[src/logic/rsc_defs.vh]
// Constants for the reset state controller
`ifndef RSC_DEFS_VH
`define RSC_DEFS_VH
`define RSC_PORT_LATCH_RST  8'hFF
`define RSC_PC_RST          16'h0000
`define RSC_WDT_DIV         4'hC
`define RSC_WDT_DIV_LAST    4'hB
`define RSC_CLKSEL_INTERNAL 2'h0
`define RSC_SRC_NONE        2'h0
`define RSC_SRC_POR         2'h1
`define RSC_SRC_SUPPLY      2'h2
`define RSC_SRC_OTHER       2'h3
`endif

[src/logic/rsc_reset_state_controller.v]
// Reset state controller: holds the core in reset and sets release defaults
`timescale 1ns/1ps
`default_nettype none
`include "rsc_defs.vh"

// Summary of operation
// - Reset halts execution, disables interrupts and timers
// - Reset loads register defaults
// - Reset never touches RAM; stack pointer reinitialised
// - Port latches all ones, open-drain during reset
// - Port weak pull-ups on during and after reset
// - Power-on reset: reset pin undriven, pull-up off
// - Supply monitor reset drives reset pin low
// - Release clears PC, selects internal oscillator
// - Release enables watchdog at clock divided by twelve
// - Fetch begins at address zero after reset
// - Power-on sets flag; other resets clear it
// - Power-on/power-fail enable and select supply monitor
// - Monitor disabled: any reset becomes power-on reset
module rsc_reset_state_controller
(
  input  wire        i_clk,
  input  wire        i_rst,
  input  wire        i_ce,
  input  wire        i_por_req,
  input  wire        i_supply_fail,
  input  wire        i_ext_rst_n,
  input  wire        i_other_rst,
  input  wire        i_mon_disable_wr,
  input  wire        i_mon_disable_val,
  input  wire        i_mon_select_wr,
  input  wire        i_mon_select_val,
  output reg         o_core_halt,
  output reg         o_regs_load_default,
  output reg         o_irq_enable,
  output reg         o_timers_enable,
  output reg         o_sp_reinit,
  output wire        o_ram_write_block,
  output reg  [7:0]  o_port_latch,
  output reg         o_port_open_drain,
  output reg         o_port_pullup_en,
  output reg         o_rst_pin_out,
  output reg         o_rst_pin_oe,
  output reg         o_rst_pin_pullup_en,
  output reg  [15:0] o_pc,
  output reg  [1:0]  o_clk_select,
  output reg         o_wdt_enable,
  output reg         o_wdt_tick,
  output reg         o_power_on_reset_flag,
  output reg         o_supply_monitor_disable,
  output reg         o_supply_monitor_select
);

  // ****************************************
  // Pin and source synchronisers
  // ****************************************
  // Bit order: power-on, supply fail, pin (made active high), other
  wire [3:0] raw_src = {i_other_rst, ~i_ext_rst_n, i_supply_fail, i_por_req};
  wire [3:0] sync_out;

  genvar gi;
  generate
    for (gi = 0; gi < 4; gi = gi + 1)
    begin : g_sync
      reg sync1_reg;
      reg sync2_reg;

      // Two stages: every source is asynchronous to the core clock
      always @(posedge i_clk or posedge i_rst)
      begin
        if (i_rst)
        begin
          sync1_reg <= 1'b0;
          sync2_reg <= 1'b0;
        end
        else if (i_ce)
        begin
          sync1_reg <= raw_src[gi];
          sync2_reg <= sync1_reg;
        end
      end

      assign sync_out[gi] = sync2_reg;
    end
  endgenerate

  wire por_s    = sync_out[0];
  wire supply_s = sync_out[1] & o_supply_monitor_select & ~o_supply_monitor_disable;
  wire other_s  = sync_out[2] | sync_out[3];
  wire any_src  = por_s | supply_s | other_s;

  // Disabled monitor means pin and other sources are promoted to power-on; supply fail is masked
  wire is_por   = por_s | (o_supply_monitor_disable & any_src);

  // ****************************************
  // Reset state and source capture
  // ****************************************
  reg        in_reset_reg;
  reg [1:0]  cause_reg;
  reg [1:0]  cause_next;
  reg [3:0]  wdt_div_reg;

  always @*
  begin
    cause_next = cause_reg;
    // Power-on outranks supply fail, which outranks the pin and others
    // A weaker source never downgrades a cause already held
    if (is_por)
      cause_next = `RSC_SRC_POR;
    else if (supply_s && cause_reg != `RSC_SRC_POR)
      cause_next = `RSC_SRC_SUPPLY;
    else if (other_s && cause_reg == `RSC_SRC_NONE)
      cause_next = `RSC_SRC_OTHER;
  end

  // RAM has no reset path here; only writes are blocked during reset
  assign o_ram_write_block = in_reset_reg;

  always @(posedge i_clk or posedge i_rst)
  begin
    if (i_rst)
    begin
      in_reset_reg             <= 1'b1;
      cause_reg                <= `RSC_SRC_POR;
      wdt_div_reg              <= 4'h0;
      o_core_halt              <= 1'b1;
      o_regs_load_default      <= 1'b1;
      o_irq_enable             <= 1'b0;
      o_timers_enable          <= 1'b0;
      o_sp_reinit              <= 1'b1;
      o_port_latch             <= `RSC_PORT_LATCH_RST;
      o_port_open_drain        <= 1'b1;
      o_port_pullup_en         <= 1'b1;
      o_rst_pin_out            <= 1'b0;
      o_rst_pin_oe             <= 1'b0;
      o_rst_pin_pullup_en      <= 1'b0;
      o_pc                     <= `RSC_PC_RST;
      o_clk_select             <= `RSC_CLKSEL_INTERNAL;
      o_wdt_enable             <= 1'b0;
      o_wdt_tick               <= 1'b0;
      o_power_on_reset_flag    <= 1'b0;
      o_supply_monitor_disable <= 1'b0;
      o_supply_monitor_select  <= 1'b1;
    end
    else if (i_ce)
    begin
      o_wdt_tick <= 1'b0;
      if (any_src || (in_reset_reg && cause_reg != `RSC_SRC_NONE && any_src))
      begin
        // Held while any source stays asserted
        in_reset_reg        <= 1'b1;
        cause_reg           <= cause_next;
        o_core_halt         <= 1'b1;
        o_irq_enable        <= 1'b0;
        o_timers_enable     <= 1'b0;
        o_regs_load_default <= 1'b1;
        o_sp_reinit         <= 1'b1;
        o_port_latch        <= `RSC_PORT_LATCH_RST;
        o_port_open_drain   <= 1'b1;
        o_port_pullup_en    <= 1'b1;
        o_wdt_enable        <= 1'b0;
        wdt_div_reg         <= 4'h0;
        if (cause_next == `RSC_SRC_POR)
        begin
          o_rst_pin_oe        <= 1'b0;
          o_rst_pin_pullup_en <= 1'b0;
        end
        else if (cause_next == `RSC_SRC_SUPPLY)
        begin
          // Open-drain pin: only ever pulled low, never driven high
          o_rst_pin_oe        <= 1'b1;
          o_rst_pin_out       <= 1'b0;
          o_rst_pin_pullup_en <= 1'b0;
        end
        else
        begin
          o_rst_pin_oe        <= 1'b0;
          o_rst_pin_pullup_en <= 1'b1;
        end
      end
      else if (in_reset_reg)
      begin
        // Release on the clock once every source is quiet
        in_reset_reg        <= 1'b0;
        cause_reg           <= `RSC_SRC_NONE;
        o_core_halt         <= 1'b0;
        o_regs_load_default <= 1'b0;
        o_sp_reinit         <= 1'b0;
        o_port_pullup_en    <= 1'b1;
        o_rst_pin_oe        <= 1'b0;
        o_rst_pin_pullup_en <= 1'b1;
        o_pc                <= `RSC_PC_RST;
        o_clk_select        <= `RSC_CLKSEL_INTERNAL;
        o_wdt_enable        <= 1'b1;
        o_power_on_reset_flag <= (cause_reg == `RSC_SRC_POR);
        if (cause_reg == `RSC_SRC_POR || cause_reg == `RSC_SRC_SUPPLY)
        begin
          o_supply_monitor_disable <= 1'b0;
          o_supply_monitor_select  <= 1'b1;
        end
      end
      else
      begin
        // Watchdog time base: system clock divided by twelve
        // First tick lands twelve clocks after release
        if (wdt_div_reg == `RSC_WDT_DIV_LAST)
        begin
          wdt_div_reg <= 4'h0;
          o_wdt_tick  <= o_wdt_enable;
        end
        else
          wdt_div_reg <= wdt_div_reg + 4'h1;
        // Software control of monitor only outside reset
        if (i_mon_disable_wr)
          o_supply_monitor_disable <= i_mon_disable_val;
        if (i_mon_select_wr)
          o_supply_monitor_select <= i_mon_select_val;
      end
    end
  end

endmodule
`default_nettype wire

[config.mk]
export PLATFORM = sky130hd
export DESIGN_NAME = rsc_reset_state_controller
export DESIGN_NICKNAME = d
export VERILOG_FILES = /design/src/logic/rsc_reset_state_controller.v
export VERILOG_INCLUDE_DIRS = /design/src /design/src/logic
export SDC_FILE = /design/constraint.sdc
export NUM_CORES = 1
export LEC_CHECK = 0
export BUFFER_PORTS_ARGS = -buffer_cell sky130_fd_sc_hd__buf_2
export CORE_MARGIN = 10
export CORE_UTILIZATION = 48
export CTS_CLUSTER_DIAMETER = 120
export DETAILED_ROUTE_END_ITERATION = 8
export PLACE_DENSITY = 0.79
export RECOVER_POWER = 100
export SYNTH_ARGS = -nofsm -noshare
export SYNTH_HDL_FRONTEND = slang
export SYNTH_SLANG_ARGS = --single-unit
[constraint.sdc]
create_clock -name i_clk -period 1.85 [get_ports i_clk]
set_clock_uncertainty 0.05 [all_clocks]
set_input_delay 0.2775 -clock i_clk [delete_from_list [all_inputs] [get_ports i_clk]]
set_output_delay 0.2775 -clock i_clk [all_outputs]
set_load 0.1 [all_outputs]
Word level (Yosys, flattened, before mapping)
Cells that the tools add are included.
{"block": "totals", "output_inout_bits": 42, "wordCells": 84, "inputBits": 11, "regBits": 24}
{"block": "op_classes", "addsub": 1, "eq_ne": 8, "reduce_logical": 16, "bitwise_logic": 10, "mux": 29}
{"op": "1-bit two-way mux", "count": 21}
{"op": "4-bit two-way mux", "count": 3}
{"op": "2-bit two-way mux", "count": 5}
{"op": "4-bit AND reduction", "count": 2}
{"op": "2-bit nonzero test", "count": 4}
{"op": "2-bit by 1-bit inequality test with 1-bit output (second input constant)", "count": 3}
{"op": "4-bit by 1-bit adder with 4-bit output (second input constant)", "count": 1}
{"op": "2-bit by 1-bit equality test with 1-bit output (second input constant)", "count": 2}
{"op": "2-bit equality test (second input constant)", "count": 2}
{"op": "4-bit equality test (second input constant)", "count": 1}
{"op": "1-bit logical AND", "count": 4}
{"op": "1-bit OR", "count": 4}
{"op": "2-bit AND reduction", "count": 2}
{"op": "1-bit AND", "count": 3}
{"op": "1-bit NOT", "count": 3}
{"op": "3-bit AND reduction", "count": 1}
{"op": "2-bit zero test", "count": 1}
{"op": "1-bit logical OR", "count": 2}

Depth between registers and ports, before layout
Gate-level depths: netlist (run 1).
{"block": "logic_depth", "word_depth": 11, "depth_mapped": 7}

Worst setup path after synthesis (run 1)
OpenSTA, ideal clock, no wires.
{"block": "synth_path", "path_kind": "flip-flop to flip-flop", "from": "register o_supply_monitor_disable", "to": "register o_rst_pin_pullup_en", "path_slack_ns": -0.313, "n_path_buf": 0, "stages_incl_launch_ff": 6, "arrival_ns": 1.988, "cell_sequence": "dfrtp_1 > nand3b_4 > nor2_1 > o31a_1 > ha_1 > a2bb2oi_1"}
{"block": "synth_between", "elab_chain_cells": 11, "word_cells_on_any_way": 18}
{"item": "start: declaration", "line": "rsc_reset_state_controller.v:50", "source": "output reg o_supply_monitor_disable,"}
{"item": "start signal: assignment", "line": "rsc_reset_state_controller.v:215", "source": "o_supply_monitor_disable <= i_mon_disable_val;"}
{"item": "1-bit NOT", "line": "rsc_reset_state_controller.v:88", "source": "wire supply_s = sync_out[1] & o_supply_monitor_select & ~o_supply_monitor_disable;"}
{"item": "1-bit AND", "line": "rsc_reset_state_controller.v:88"}
{"item": "1-bit OR (2 in series)", "line": "rsc_reset_state_controller.v:90", "source": "wire any_src = por_s | supply_s | other_s;"}
{"item": "1-bit AND", "line": "rsc_reset_state_controller.v:93", "source": "wire is_por = por_s | (o_supply_monitor_disable & any_src);"}
{"item": "1-bit OR", "line": "rsc_reset_state_controller.v:93"}
{"item": "2-bit two-way mux", "line": "rsc_reset_state_controller.v:108", "source": "if (is_por)"}
{"item": "2-bit equality test (no line)"}
{"item": "1-bit two-way mux", "line": "rsc_reset_state_controller.v:168", "source": "else if (cause_next == `RSC_SRC_SUPPLY)"}
{"item": "1-bit two-way mux", "line": "rsc_reset_state_controller.v:163", "source": "if (cause_next == `RSC_SRC_POR)"}
{"item": "1-bit two-way mux", "line": "rsc_reset_state_controller.v:148", "source": "if (any_src || (in_reset_reg && cause_reg != `RSC_SRC_NONE && any_src))"}
{"item": "end signal: assignment", "line": "rsc_reset_state_controller.v:166", "source": "o_rst_pin_pullup_en <= 1'b0;"}
{"item": "end signal: assignment", "line": "rsc_reset_state_controller.v:173", "source": "o_rst_pin_pullup_en <= 1'b0;"}
{"item": "end signal: assignment", "line": "rsc_reset_state_controller.v:178", "source": "o_rst_pin_pullup_en <= 1'b1;"}
{"item": "end: declaration", "line": "rsc_reset_state_controller.v:44", "source": "output reg o_rst_pin_pullup_en,"}
Several ways; a longest one is shown, not always the timed one.
A chain may end at the register's enable or synchronous reset.

Worst setup path in the final report (run 1)
{"block": "layout_path", "from": "register cause_reg[0]", "to": "register o_rst_pin_pullup_en"}
{"block": "layout_between", "elab_chain_cells": 9, "word_cells_on_any_way": 18}
{"item": "start: declaration", "line": "rsc_reset_state_controller.v:99", "source": "reg [1:0] cause_reg;"}
{"item": "start signal: assignment", "line": "rsc_reset_state_controller.v:124", "source": "cause_reg <= `RSC_SRC_POR;"}
{"item": "start signal: assignment", "line": "rsc_reset_state_controller.v:152", "source": "cause_reg <= cause_next;"}
{"item": "start signal: assignment", "line": "rsc_reset_state_controller.v:185", "source": "cause_reg <= `RSC_SRC_NONE;"}
{"item": "2-bit zero test (no line)"}
{"item": "1-bit logical AND (no line)"}
{"item": "2-bit two-way mux", "line": "rsc_reset_state_controller.v:112", "source": "else if (other_s && cause_reg == `RSC_SRC_NONE)"}
{"item": "2-bit two-way mux", "line": "rsc_reset_state_controller.v:110", "source": "else if (supply_s && cause_reg != `RSC_SRC_POR)"}
{"item": "2-bit two-way mux", "line": "rsc_reset_state_controller.v:108"}
{"item": "2-bit equality test (no line)"}
{"item": "1-bit two-way mux", "line": "rsc_reset_state_controller.v:168"}
{"item": "1-bit two-way mux", "line": "rsc_reset_state_controller.v:163"}
{"item": "1-bit two-way mux", "line": "rsc_reset_state_controller.v:148"}
Several ways; a longest one is shown, not always the timed one.

==> impl_results.md, run 1 <==
* Ranking of synthesized cells by area: dfrtp_1 (34%), buf_4 (18%), dfstp_2 (7.6%), mux2_2 (5.7%), ha_1 (3.6%)
* Period utilisation layout at between 90% and 100%
* # nets final at ~170
* FMAX at 551 MHz
* Most frequent cell after synthesis: buf_4
* Worst Path Max Fanout at 3
* Number of H-tree levels at 1
* Fin Setup TNS at 0 ps
* HPWL after detailed placement at about 2200 um
* Worst path bufs/invs at 1
* Overflow after GRT at 0
* Root buf cell: clkbuf_4
* Final wirelength at about 2800 um
* Starting Density at between 50 and 60%
* Slowest CP cell: dfstp_2
* FF-to-FF path depth at 6
* Clock Tree Buf Depth at 2
* Hold Crit Class: in -> reg
* Row count at 19
* Die ar. at ~5400 um2
* CTS Buf Count at 3
* Area post-placement at about 1400 um2
* Largest net degree at the start of global routing at 24
* Data required, critical path at 2000 ps
* Peak supply drop at between 1000 and 1500 uV
* Synth Register Bits at 23
* Ports at 53
* Sequential element share of the synthesized area at about two fifths
* Clock Pin Slew Worst Setup and Hold Paths at ~120 ps
* Switching pwr at 1050 uW
* Antenna diodes at 0
* CTS tree: built
* Worst Hold Depth at 2
* Avg Vias per Cell at roughly 5.0
* Synth area leader: dfrtp_1
* DRT antenna net count at 0
* CORE AREA at 2760 um2
* Via count at 928
* Final core occ at 52.1%
* # fillers at 253
* Critical path depth at 6
* Period minus WS final at 1820 ps
* All-Layer GR Usage at between 10% and 20%
* CTS Sinks at 23
* Synthesized area at between 1000 and 1500 um2
* Crit Path Class: reg -> reg
* Yosys top cell area share at between 30% and 40%
* PortBufs at 21
* Residual DRC at 0
* Vias in the first global route at 1,021
* Largest delay share family, worst path: compound AO/OA/AOI/OAI gates
* PD cells at approximately 1300 nW/um2
* Syn. warnings at 0
* Synth cell types at 38
* Final setup fails at 0
* Power share of the clock group at 11.9%
* Part of the power in combinational logic at a little over half
* First-pass GRT wire length at between 4000 and 5000 um
* CP endpoint kind: flip-flop
* Area Growth Syn to Fin at 3.51%
* Ys async rst share at between 90% and 100%
* Primary FF master, synth: dfrtp_1
* Hold Worst Slack at between 80 and 90 ps
* EDFF count, synth at 0
* Slew HR at around half
* Top cells by count, synth: buf_4 (34), dfrtp_1 (19), inv_1 (8), mux2_2 (7)
* Multi-input gate area at 616 um2
* Mean routed wirelength per cell at 14.8 um
* Slew Limit Fails at 0
* Crit path cell chain: inv_1 -> ha_2 -> o21a_1 -> o31a_1 -> ha_1 -> a2bb2oi_2
* P_leak at ~0.00075 uW
* 1st-pass router iterations at 4
* Antenna violations before repair at 0
* Share of cells above drive strength 1 at between 20 and 30%
* Die height at about 74 um
* Worst skew pair latency at 300 ps
* Final hold vios at 0
* Switching share of power at 55.1%
* Status: finished, final reports clean
* Register Area at approximately 590 um2
* Avg Cell Area, Syn at about 10 um2
* Sequential Power Share at 35.8%
* Startpoint type of the worst setup path: flip-flop
* Max cap viols at 0
* Critical Path AT at slightly below 2000 ps
* GPL Wtd Cong at 0.775
* Chip Width at 73.8 um
* Largest incremental delay on the critical path at roughly 560 ps
* Design area at between 1000 and 1500 um2
* Initial DRC count at 37
* Slew @ Worst Pin at approximately 740 ps
* Synthesized instance count at 133
* Cell Int Power at 857 uW
-- metal layers --
metal	GRT usage (%)	vias up	wire length [um]
li1	-	441	-
met4	5.38	0	32
met3	3.36	6	309
met1	11.4	436	1110
met5	0	-	0
met2	16.2	45	1320
-- power by group through the flow --
| stage | Sequential, uW | Combinational [uW] | Clock, uW |
|---|---|---|---|
| 6_report | 684 | 998 | 227 |
| 5_1_grt | 701 | 1050 | 249 |
| 4_1_cts | 685 | 978 | 234 |
| 3_5_place_dp | 695 | 974 | 0 |
| 3_3_place_gp | 688 | 958 | 0 |
| 2_1_floorplan | 1020 | 581 | 0 |
-- kinds of logic (layout without fill, tap and decap cells) --
kind of cell    Yosys count  count (layout)  share of synthesized area [%]
compound gates           23              23                           12.3
flops                    23              23                           41.8
other cells               2              31                          0.541
fa+ha+maj                 4               4                           3.60
mux                      10              10                           7.93
simple gates             26              26                           12.4
buf+inv                  45              39                           21.4
-- metrics by stage --
| stage | setup WS [ps] | power, uW | cells |
|---|---|---|---|
| CTS | 49.7 | 1900 | 185 |
| detailed placement | 77.3 | 1670 | 180 |
| global placement | 162 | 1650 | 180 |
| global route | -8.11 | 2000 | 187 |
| finish | 34.6 | 1910 | 187 |
| floorplan | 2.40 | 1600 | 162 |
-- final timing paths --
kind | from | endpoint | slack, ps
max in group asynchronous | i_rst | o_supply_monitor_disable$_DFFE_PP0P_ | 770
min in group asynchronous | i_rst | g_sync[1].sync2_reg$_DFFE_PP0P_ | 580
worst max-delay path | cause_reg[0]$_DFFE_PP1P_ | o_rst_pin_pullup_en$_DFFE_PP0P_ | 30
worst max register to register | cause_reg[0]$_DFFE_PP1P_ | o_rst_pin_pullup_en$_DFFE_PP0P_ | 30
worst min register to register | o_sp_reinit$_DFFE_PP1P_ | o_sp_reinit$_DFFE_PP1P_ | 440
worst min-delay path | i_ext_rst_n | g_sync[2].sync1_reg$_DFFE_PP0P_ | 80
-- cell type report --
cell class	count	share of cell area, %
clock buffer	4	1.83
inverter	9	2.35
multi-input combinational	94	42.8
sequential	23	40.7
tap	31	2.70
timing repair buffer	26	9.57
-- placed cells by master, fill, tap and decap left out, types with 4 or more instances in the layout --
cell and count:
mux2_2 7, inv_1 8, nor2_1 5, buf_2 10, clkbuf_2 11, conb_1 31, nor3_1 4, nand2_1 6
dfrtp_1 18
-- repair_timing --
| action | in CTS | in global routing |
|---|---|---|
| hold buffers | 1 | 0 |
| gates resized for setup | 0 | 3 |
| endpoints found under the hold margin | 19 | 0 |
| setup endpoints to repair | 0 | 1 |
| setup buffers | 0 | 2 |
Note: power is estimated with default switching activity, not from simulation.
==> run 2, diff against run 1 <==
--- a/config.mk
+++ b/config.mk
@@ -11,7 +11,7 @@
 export CORE_UTILIZATION = 48
 export CTS_CLUSTER_DIAMETER = 120
 export DETAILED_ROUTE_END_ITERATION = 8
-export PLACE_DENSITY = 0.79
+export PLACE_DENSITY = 0.77
 export RECOVER_POWER = 100
 export SYNTH_ARGS = -nofsm -noshare
 export SYNTH_HDL_FRONTEND = slang
==> run 2 against run 1 <==
Net effect: non-clock buffer count decreased by 1; via count decreased by 1.1%; register-to-register slack improved by 40 ps; first-iteration DRC count up 24%; clock power hardly changed; critical path depth is 5 lower; core utilization down 0.82 points; cell count decreased by 0.53%.
==> impl_results.md, run 2 (same netlist as run 1, synthesis figures left out) <==
* P_leak at 0.000723 uW (-3.0%)
* Final core occ at 51.3% (-0.82 points)
* Peak supply drop at 997 uV (-14%)
* Post-cts resize count at 0 (unchanged)
* # nets final at 171 (-0.58%)
* Mean routed wirelength per cell at 14.6 um (-1.9%)
* Slew Limit Fails at 0 (unchanged)
* Period minus WS final at 1780 ps (-35.1 ps)
* CORE AREA at 2760 um2 (unchanged)
* Hold Worst Slack at 90.4 ps (+6.57 ps)
* HPWL after detailed placement at 2200 um (+1.1%)
* Final hold vios at 0 (unchanged)
* Crit Path Class: reg -> out
* Data required, critical path at 1520 ps (-480 ps)
* First-pass GRT wire length at 4460 um (-0.31%)
* Residual DRC at 0 (unchanged)
* Met2 WL at 1210 um (-8.1%)
* Vias in the first global route at 1,011 (-0.98%)
* Worst path bufs/invs at 1 (unchanged)
* Die ar. at 5440 um2 (unchanged)
* CP endpoint kind: primary output
* CTS Sinks at 23 (unchanged)
* Ports at 53 (unchanged)
* Final wirelength at 2710 um (-2.4%)
* Critical Path AT at 1450 ps (-520 ps)
* Commonest non-fill, non-tap cell in the layout: conb_1
* Largest delay share family, worst path: flip-flops
* GPL Wtd Cong at 0.761 (-1.8%)
* Clock Pin Slew Worst Setup and Hold Paths at 120 ps (about the same)
* Fin Setup TNS at 0 ps (unchanged)
* Via count at 918 (-1.1%)
* Largest net degree at the start of global routing at 24 (unchanged)
* Share of cells above drive strength 1 at 25.8% (-3.0 points)
* Row count at 19 (unchanged)
* Overflow after GRT at 0 (unchanged)
* DRT antenna net count at 0 (unchanged)
* Root buf cell: clkbuf_4
* Worst skew pair latency at 300 ps (about the same)
* CP Launch Point: o_ram_write_block$_DFFE_PP1P_
* Hold Crit Class: in -> reg
* Initial DRC count at 46 (+24%)
* Slew HR at 62.4% (+11 points)
* CTS tree: built
* Startpoint type of the worst setup path: flip-flop
* Antenna violations before repair at 0 (unchanged)
* Min-delay src: i_ext_rst_n
* Most frequent cells in the layout: conb_1 (31), dfrtp_1 (18), clkbuf_2 (11), buf_2 (10), inv_1 (8)
* Starting Density at 50.4% (unchanged)
* Max cap viols at 0 (unchanged)
* Final setup fails at 0 (unchanged)
* 1st-pass router iterations at 4 (unchanged)
* Worst Path Max Fanout at 11 (+8)
* R2r startpoint: cause_reg[0]$_DFFE_PP1P_
* Chip Width at 73.8 um (unchanged)
* Crit path cell chain: buf_2
* DR top layer: met4
* Hold_buf cts at 1 (unchanged)
* Avg Vias per Cell at 4.94 (-0.55%)
* Slew @ Worst Pin at 565 ps (-172 ps)
* Number of H-tree levels at 1 (unchanged)
* Clock Tree Buf Depth at 2 (unchanged)
* CTS Buf Count at 3 (unchanged)
* PD cells at 1320 nW/um2 (-0.75%)
* FMAX at 562 MHz (+2.0%)
* Metal-1 WL at 1080 um (-3.2%)
* WL met3 at 392 um (+27%)
* Status: finished, final reports clean
* # fillers at 263 (+4.0%)
* Slowest CP cell: dfstp_4
* Die height at 73.8 um (unchanged)
* Antenna diodes at 0 (unchanged)
* Period utilisation layout at 96.2% (-1.9 points)
* Post-CTS Setup Bufs at 0 (unchanged)
* All-Layer GR Usage at 9.98% (-0.063 points)
* Largest incremental delay on the critical path at 700 ps (+140 ps)
* Unrepaired setup endpoints after global routing: false
* Area Growth Syn to Fin at 1.89%
* PortBufs at 21 (unchanged)
[run 2: changes by cell type in the layout (fill, tap and decap cells not counted), sizes merged]
| cell | delta |
|---|---|
| buf | -1 |
[run 2: layout make-up]
type	count	area, um2	area share, %
Inverter	9	33.8	2.39
Timing Repair Buffer	25	130	9.20
Sequential cell	23	586	41.4
Clock buffer	4	26.3	1.86
Tap cell	31	38.8	2.74
Multi-Input combinational cell	94	601	42.4
[run 2: stage by stage]
step | setup WS [ps] | instances | power [uW] | area (um2)
final | 69.6 | 186 | 1870 | 1420
after global routing | 9.73 | 186 | 1960 | 1420
after CTS | 48.2 | 186 | 1900 | 1440
after detailed placement | 103 | 181 | 1670 | 1410
after global placement | 161 | 181 | 1650 | 1410
after floorplan | 2.40 | 162 | 1600 | 1500
[run 2: layer usage]
layer	track usage [%]	up-vias
met2	16.7	42
met5	0	-
met1	10.8	436
met4	4.35	0
li1	-	436
met3	4.04	4
[run 2: worst paths after layout]
| path | endpoint | slack [ps] | depth (start not counted) |
|---|---|---|---|
| setup / recovery | o_ram_write_block | 70 | 1 |
| hold / removal | g_sync[2].sync1_reg$_DFFE_PP0P_ | 90 | 2 |
| setup reg to reg | o_rst_pin_pullup_en$_DFFE_PP0P_ | 70 | 6 |
| hold reg to reg | o_sp_reinit$_DFFE_PP1P_ | 440 | 2 |
| max in group asynchronous | o_supply_monitor_disable$_DFFE_PP0P_ | 760 | 4 |
| min in group asynchronous | g_sync[1].sync2_reg$_DFFE_PP0P_ | 590 | 4 |
[run 2: report_power, final]
part           switching, uW  total [uW]  internal, uW
sequential              77.3         675           598
clock                    146         230          84.0
combinational            812         961           148
total                   1040        1870           830
==> run 3, diff against run 2 <==
--- a/config.mk
+++ b/config.mk
@@ -13,6 +13,8 @@
 export DETAILED_ROUTE_END_ITERATION = 8
 export PLACE_DENSITY = 0.77
 export RECOVER_POWER = 100
+export SETUP_SLACK_MARGIN = 0.2
+export SLEW_MARGIN = 5
 export SYNTH_ARGS = -nofsm -noshare
 export SYNTH_HDL_FRONTEND = slang
 export SYNTH_SLANG_ARGS = --single-unit
==> run 3 against run 2 <==
Net effect: highest routed layer unchanged; critical endpoint is now o_rst_pin_oe$_DFFE_PP0P_; worst setup slack better by 8.2 ps; largest cell class unchanged; worst hold slack worse by 13 ps; register-to-register slack about the same; sequential power up 3.6%; routed wire length up 7.4%; maximum frequency up 0.46%; first-iteration DRC count down 15%; power up 6.0%.
==> impl_results.md, run 3 (same netlist as run 1, synthesis figures left out) <==
* Max cap viols at 0 (unchanged)
* Area Growth Syn to Fin at 8.92%
* Vias in the first global route at 1,001 (-0.99%)
* P_leak at 0.000762 uW (+5.4%)
* Root buf cell: clkbuf_4
* Most frequent cells in the layout: conb_1 (31), dfrtp_1 (18), buf_2 (11), clkbuf_2 (9), inv_1 (8)
* Die ar. at 5440 um2 (unchanged)
* DRT antenna net count at 0 (unchanged)
* Slew @ Worst Pin at 629 ps (+64.1 ps)
* Clock Tree Buf Depth at 2 (unchanged)
* Design area at 1510 um2 (+6.9%)
* Multi-input gate area at 663 um2 (+10%)
* Worst setup endpoint: o_rst_pin_oe$_DFFE_PP0P_
* Register Area at 592 um2 (+1.1%)
* Layout Cells excl Fill at 188 (+1.1%)
* CP endpoint kind: flip-flop
* GPL Wtd Cong at 0.857 (+13%)
* Antenna diodes at 0 (unchanged)
* Mean routed wirelength per cell at 15.5 um (+6.3%)
* Final hold vios at 0 (unchanged)
* Via count at 924 (+0.65%)
* Largest net degree at the start of global routing at 18 (-25%)
* Fin Setup TNS at 0 ps (unchanged)
* Residual DRC at 0 (unchanged)
* Crit Path Class: reg -> reg
* Period utilisation layout at 95.8% (-0.44 points)
* Worst Path Max Fanout at 2 (-9)
* CTS Buf Count at 3 (unchanged)
* PortBufs at 21 (unchanged)
* Cells after DPL at 180 (-0.55%)
* Peak supply drop at 1130 uV (+13%)
* Number of H-tree levels at 1 (unchanged)
* CP Launch Point: cause_reg[0]$_DFFE_PP1P_
* Clock Pin Slew Worst Setup and Hold Paths at 130 ps (about the same)
* Row count at 19 (unchanged)
* Avg Vias per Cell at 4.91 (-0.42%)
* 1st-pass router iterations at 4 (unchanged)
* Overflow after GRT at 0 (unchanged)
* R2R setup slack at 80 ps (about the same)
* Status: finished, final reports clean
* Antenna violations before repair at 0 (unchanged)
* # fillers at 255 (-3.0%)
* HPWL after detailed placement at 2280 um (+3.5%)
* Starting Density at 50.4% (unchanged)
* Commonest non-fill, non-tap cell in the layout: conb_1
* Area post-placement at 1420 um2 (+0.71%)
* Die height at 73.8 um (unchanged)
* Chip Width at 73.8 um (unchanged)
* R2r startpoint: cause_reg[0]$_DFFE_PP1P_
* # nets final at 173 (+1.2%)
* Worst Hold Depth at 2 (unchanged)
* Initial DRC count at 39 (-15%)
* CTS Sinks at 23 (unchanged)
* Slew HR at 58.0% (-4.3 points)
* Slew Limit Fails at 0 (unchanged)
* FF-to-FF path depth at 6 (unchanged)
* Hold Crit Class: in -> reg
* All-Layer GR Usage at 10.2% (+0.26 points)
* FMAX at 564 MHz (+0.46%)
* Final wirelength at 2910 um (+7.4%)
* Worst skew pair latency at 310 ps (about the same)
* CTS tree: built
* PD cells at 1310 nW/um2 (-0.88%)
* Startpoint type of the worst setup path: flip-flop
* Data required, critical path at 2020 ps (+500 ps)
* First-pass GRT wire length at 4570 um (+2.5%)
* Unrepaired setup endpoints after global routing: true
* Period minus WS final at 1770 ps (-8.20 ps)
* Final setup fails at 0 (unchanged)
* Ports at 53 (unchanged)
* Share of cells above drive strength 1 at 32.5% (+6.7 points)
* Critical Path AT at 1940 ps (+490 ps)
* CORE AREA at 2760 um2 (unchanged)
* Worst r2r dst: o_rst_pin_oe$_DFFE_PP0P_
==> run 3: area by class of cell <==
class | instances | area share [%]
clock buffers | 3 | 1.49
clock inverters | 1 | 0.331
inverters | 9 | 2.40
multi-input cells | 94 | 43.8
flip-flops and latches | 23 | 39.1
well taps | 31 | 2.56
repair buffers | 27 | 10.3
==> run 3: report_power, final <==
| group | switching (uW) | internal [uW] |
|---|---|---|
| clock | 156 | 80.9 |
| combinational | 843 | 198 |
| sequential | 89.6 | 610 |
| total | 1090 | 888 |
==> run 3: worst min path at each step <==
stage / to / from / slack, ps
5_1_grt: g_sync[2].sync1_reg$_DFFE_PP0P_ / i_ext_rst_n / 60
3_5_place_dp: g_sync[0].sync2_reg$_DFFE_PP0P_ / i_rst / 350
4_1_cts: g_sync[2].sync1_reg$_DFFE_PP0P_ / i_ext_rst_n / 70
2_1_floorplan: cause_reg[1]$_DFFE_PP0P_ / i_rst / 230
6_report: g_sync[2].sync1_reg$_DFFE_PP0P_ / i_ext_rst_n / 80
3_3_place_gp: g_sync[0].sync1_reg$_DFFE_PP0P_ / i_rst / 330
==> run 3: critical path, cell delays in order (launching register included) <==
cell,delay [ps]
dfstp_1,570
inv_1,90
ha_4,170
o21a_1,100
o31a_1,320
ha_4,170
a32o_1,200
==> run 3: timing repair <==
item,in CTS,in global routing
hold buffers,1,0
setup endpoints to repair,9,6
pin swaps,4,3
setup buffers,3,0
resized for setup,11,4
hold endpoints to repair,12,0
==> run 3: per-layer routing <==
layer | share of wire, % | global-route usage (%) | wire length [um]
met1 | 38 | 10.4 | 1120
met2 | 49 | 18.6 | 1430
met3 | 11 | 3.77 | 332
met4 | 0.83 | 3.73 | 24
met5 | 0 | 0 | 0
==> run 3: metrics by stage <==
| stage | hold slack (ps) | setup WS, ps | total power [uW] | utilization (%) |
|---|---|---|---|---|
| CTS | 66.2 | 124 | 1990 | 54.7 |
| global route | 62.5 | 61.9 | 2060 | 54.9 |
| finish | 77.6 | 77.8 | 1980 | 54.9 |
| global placement | 327 | 121 | 1670 | 51.3 |
| floorplan | 226 | 146 | 1630 | - |
| detailed placement | 347 | 42.5 | 1700 | 51.3 |
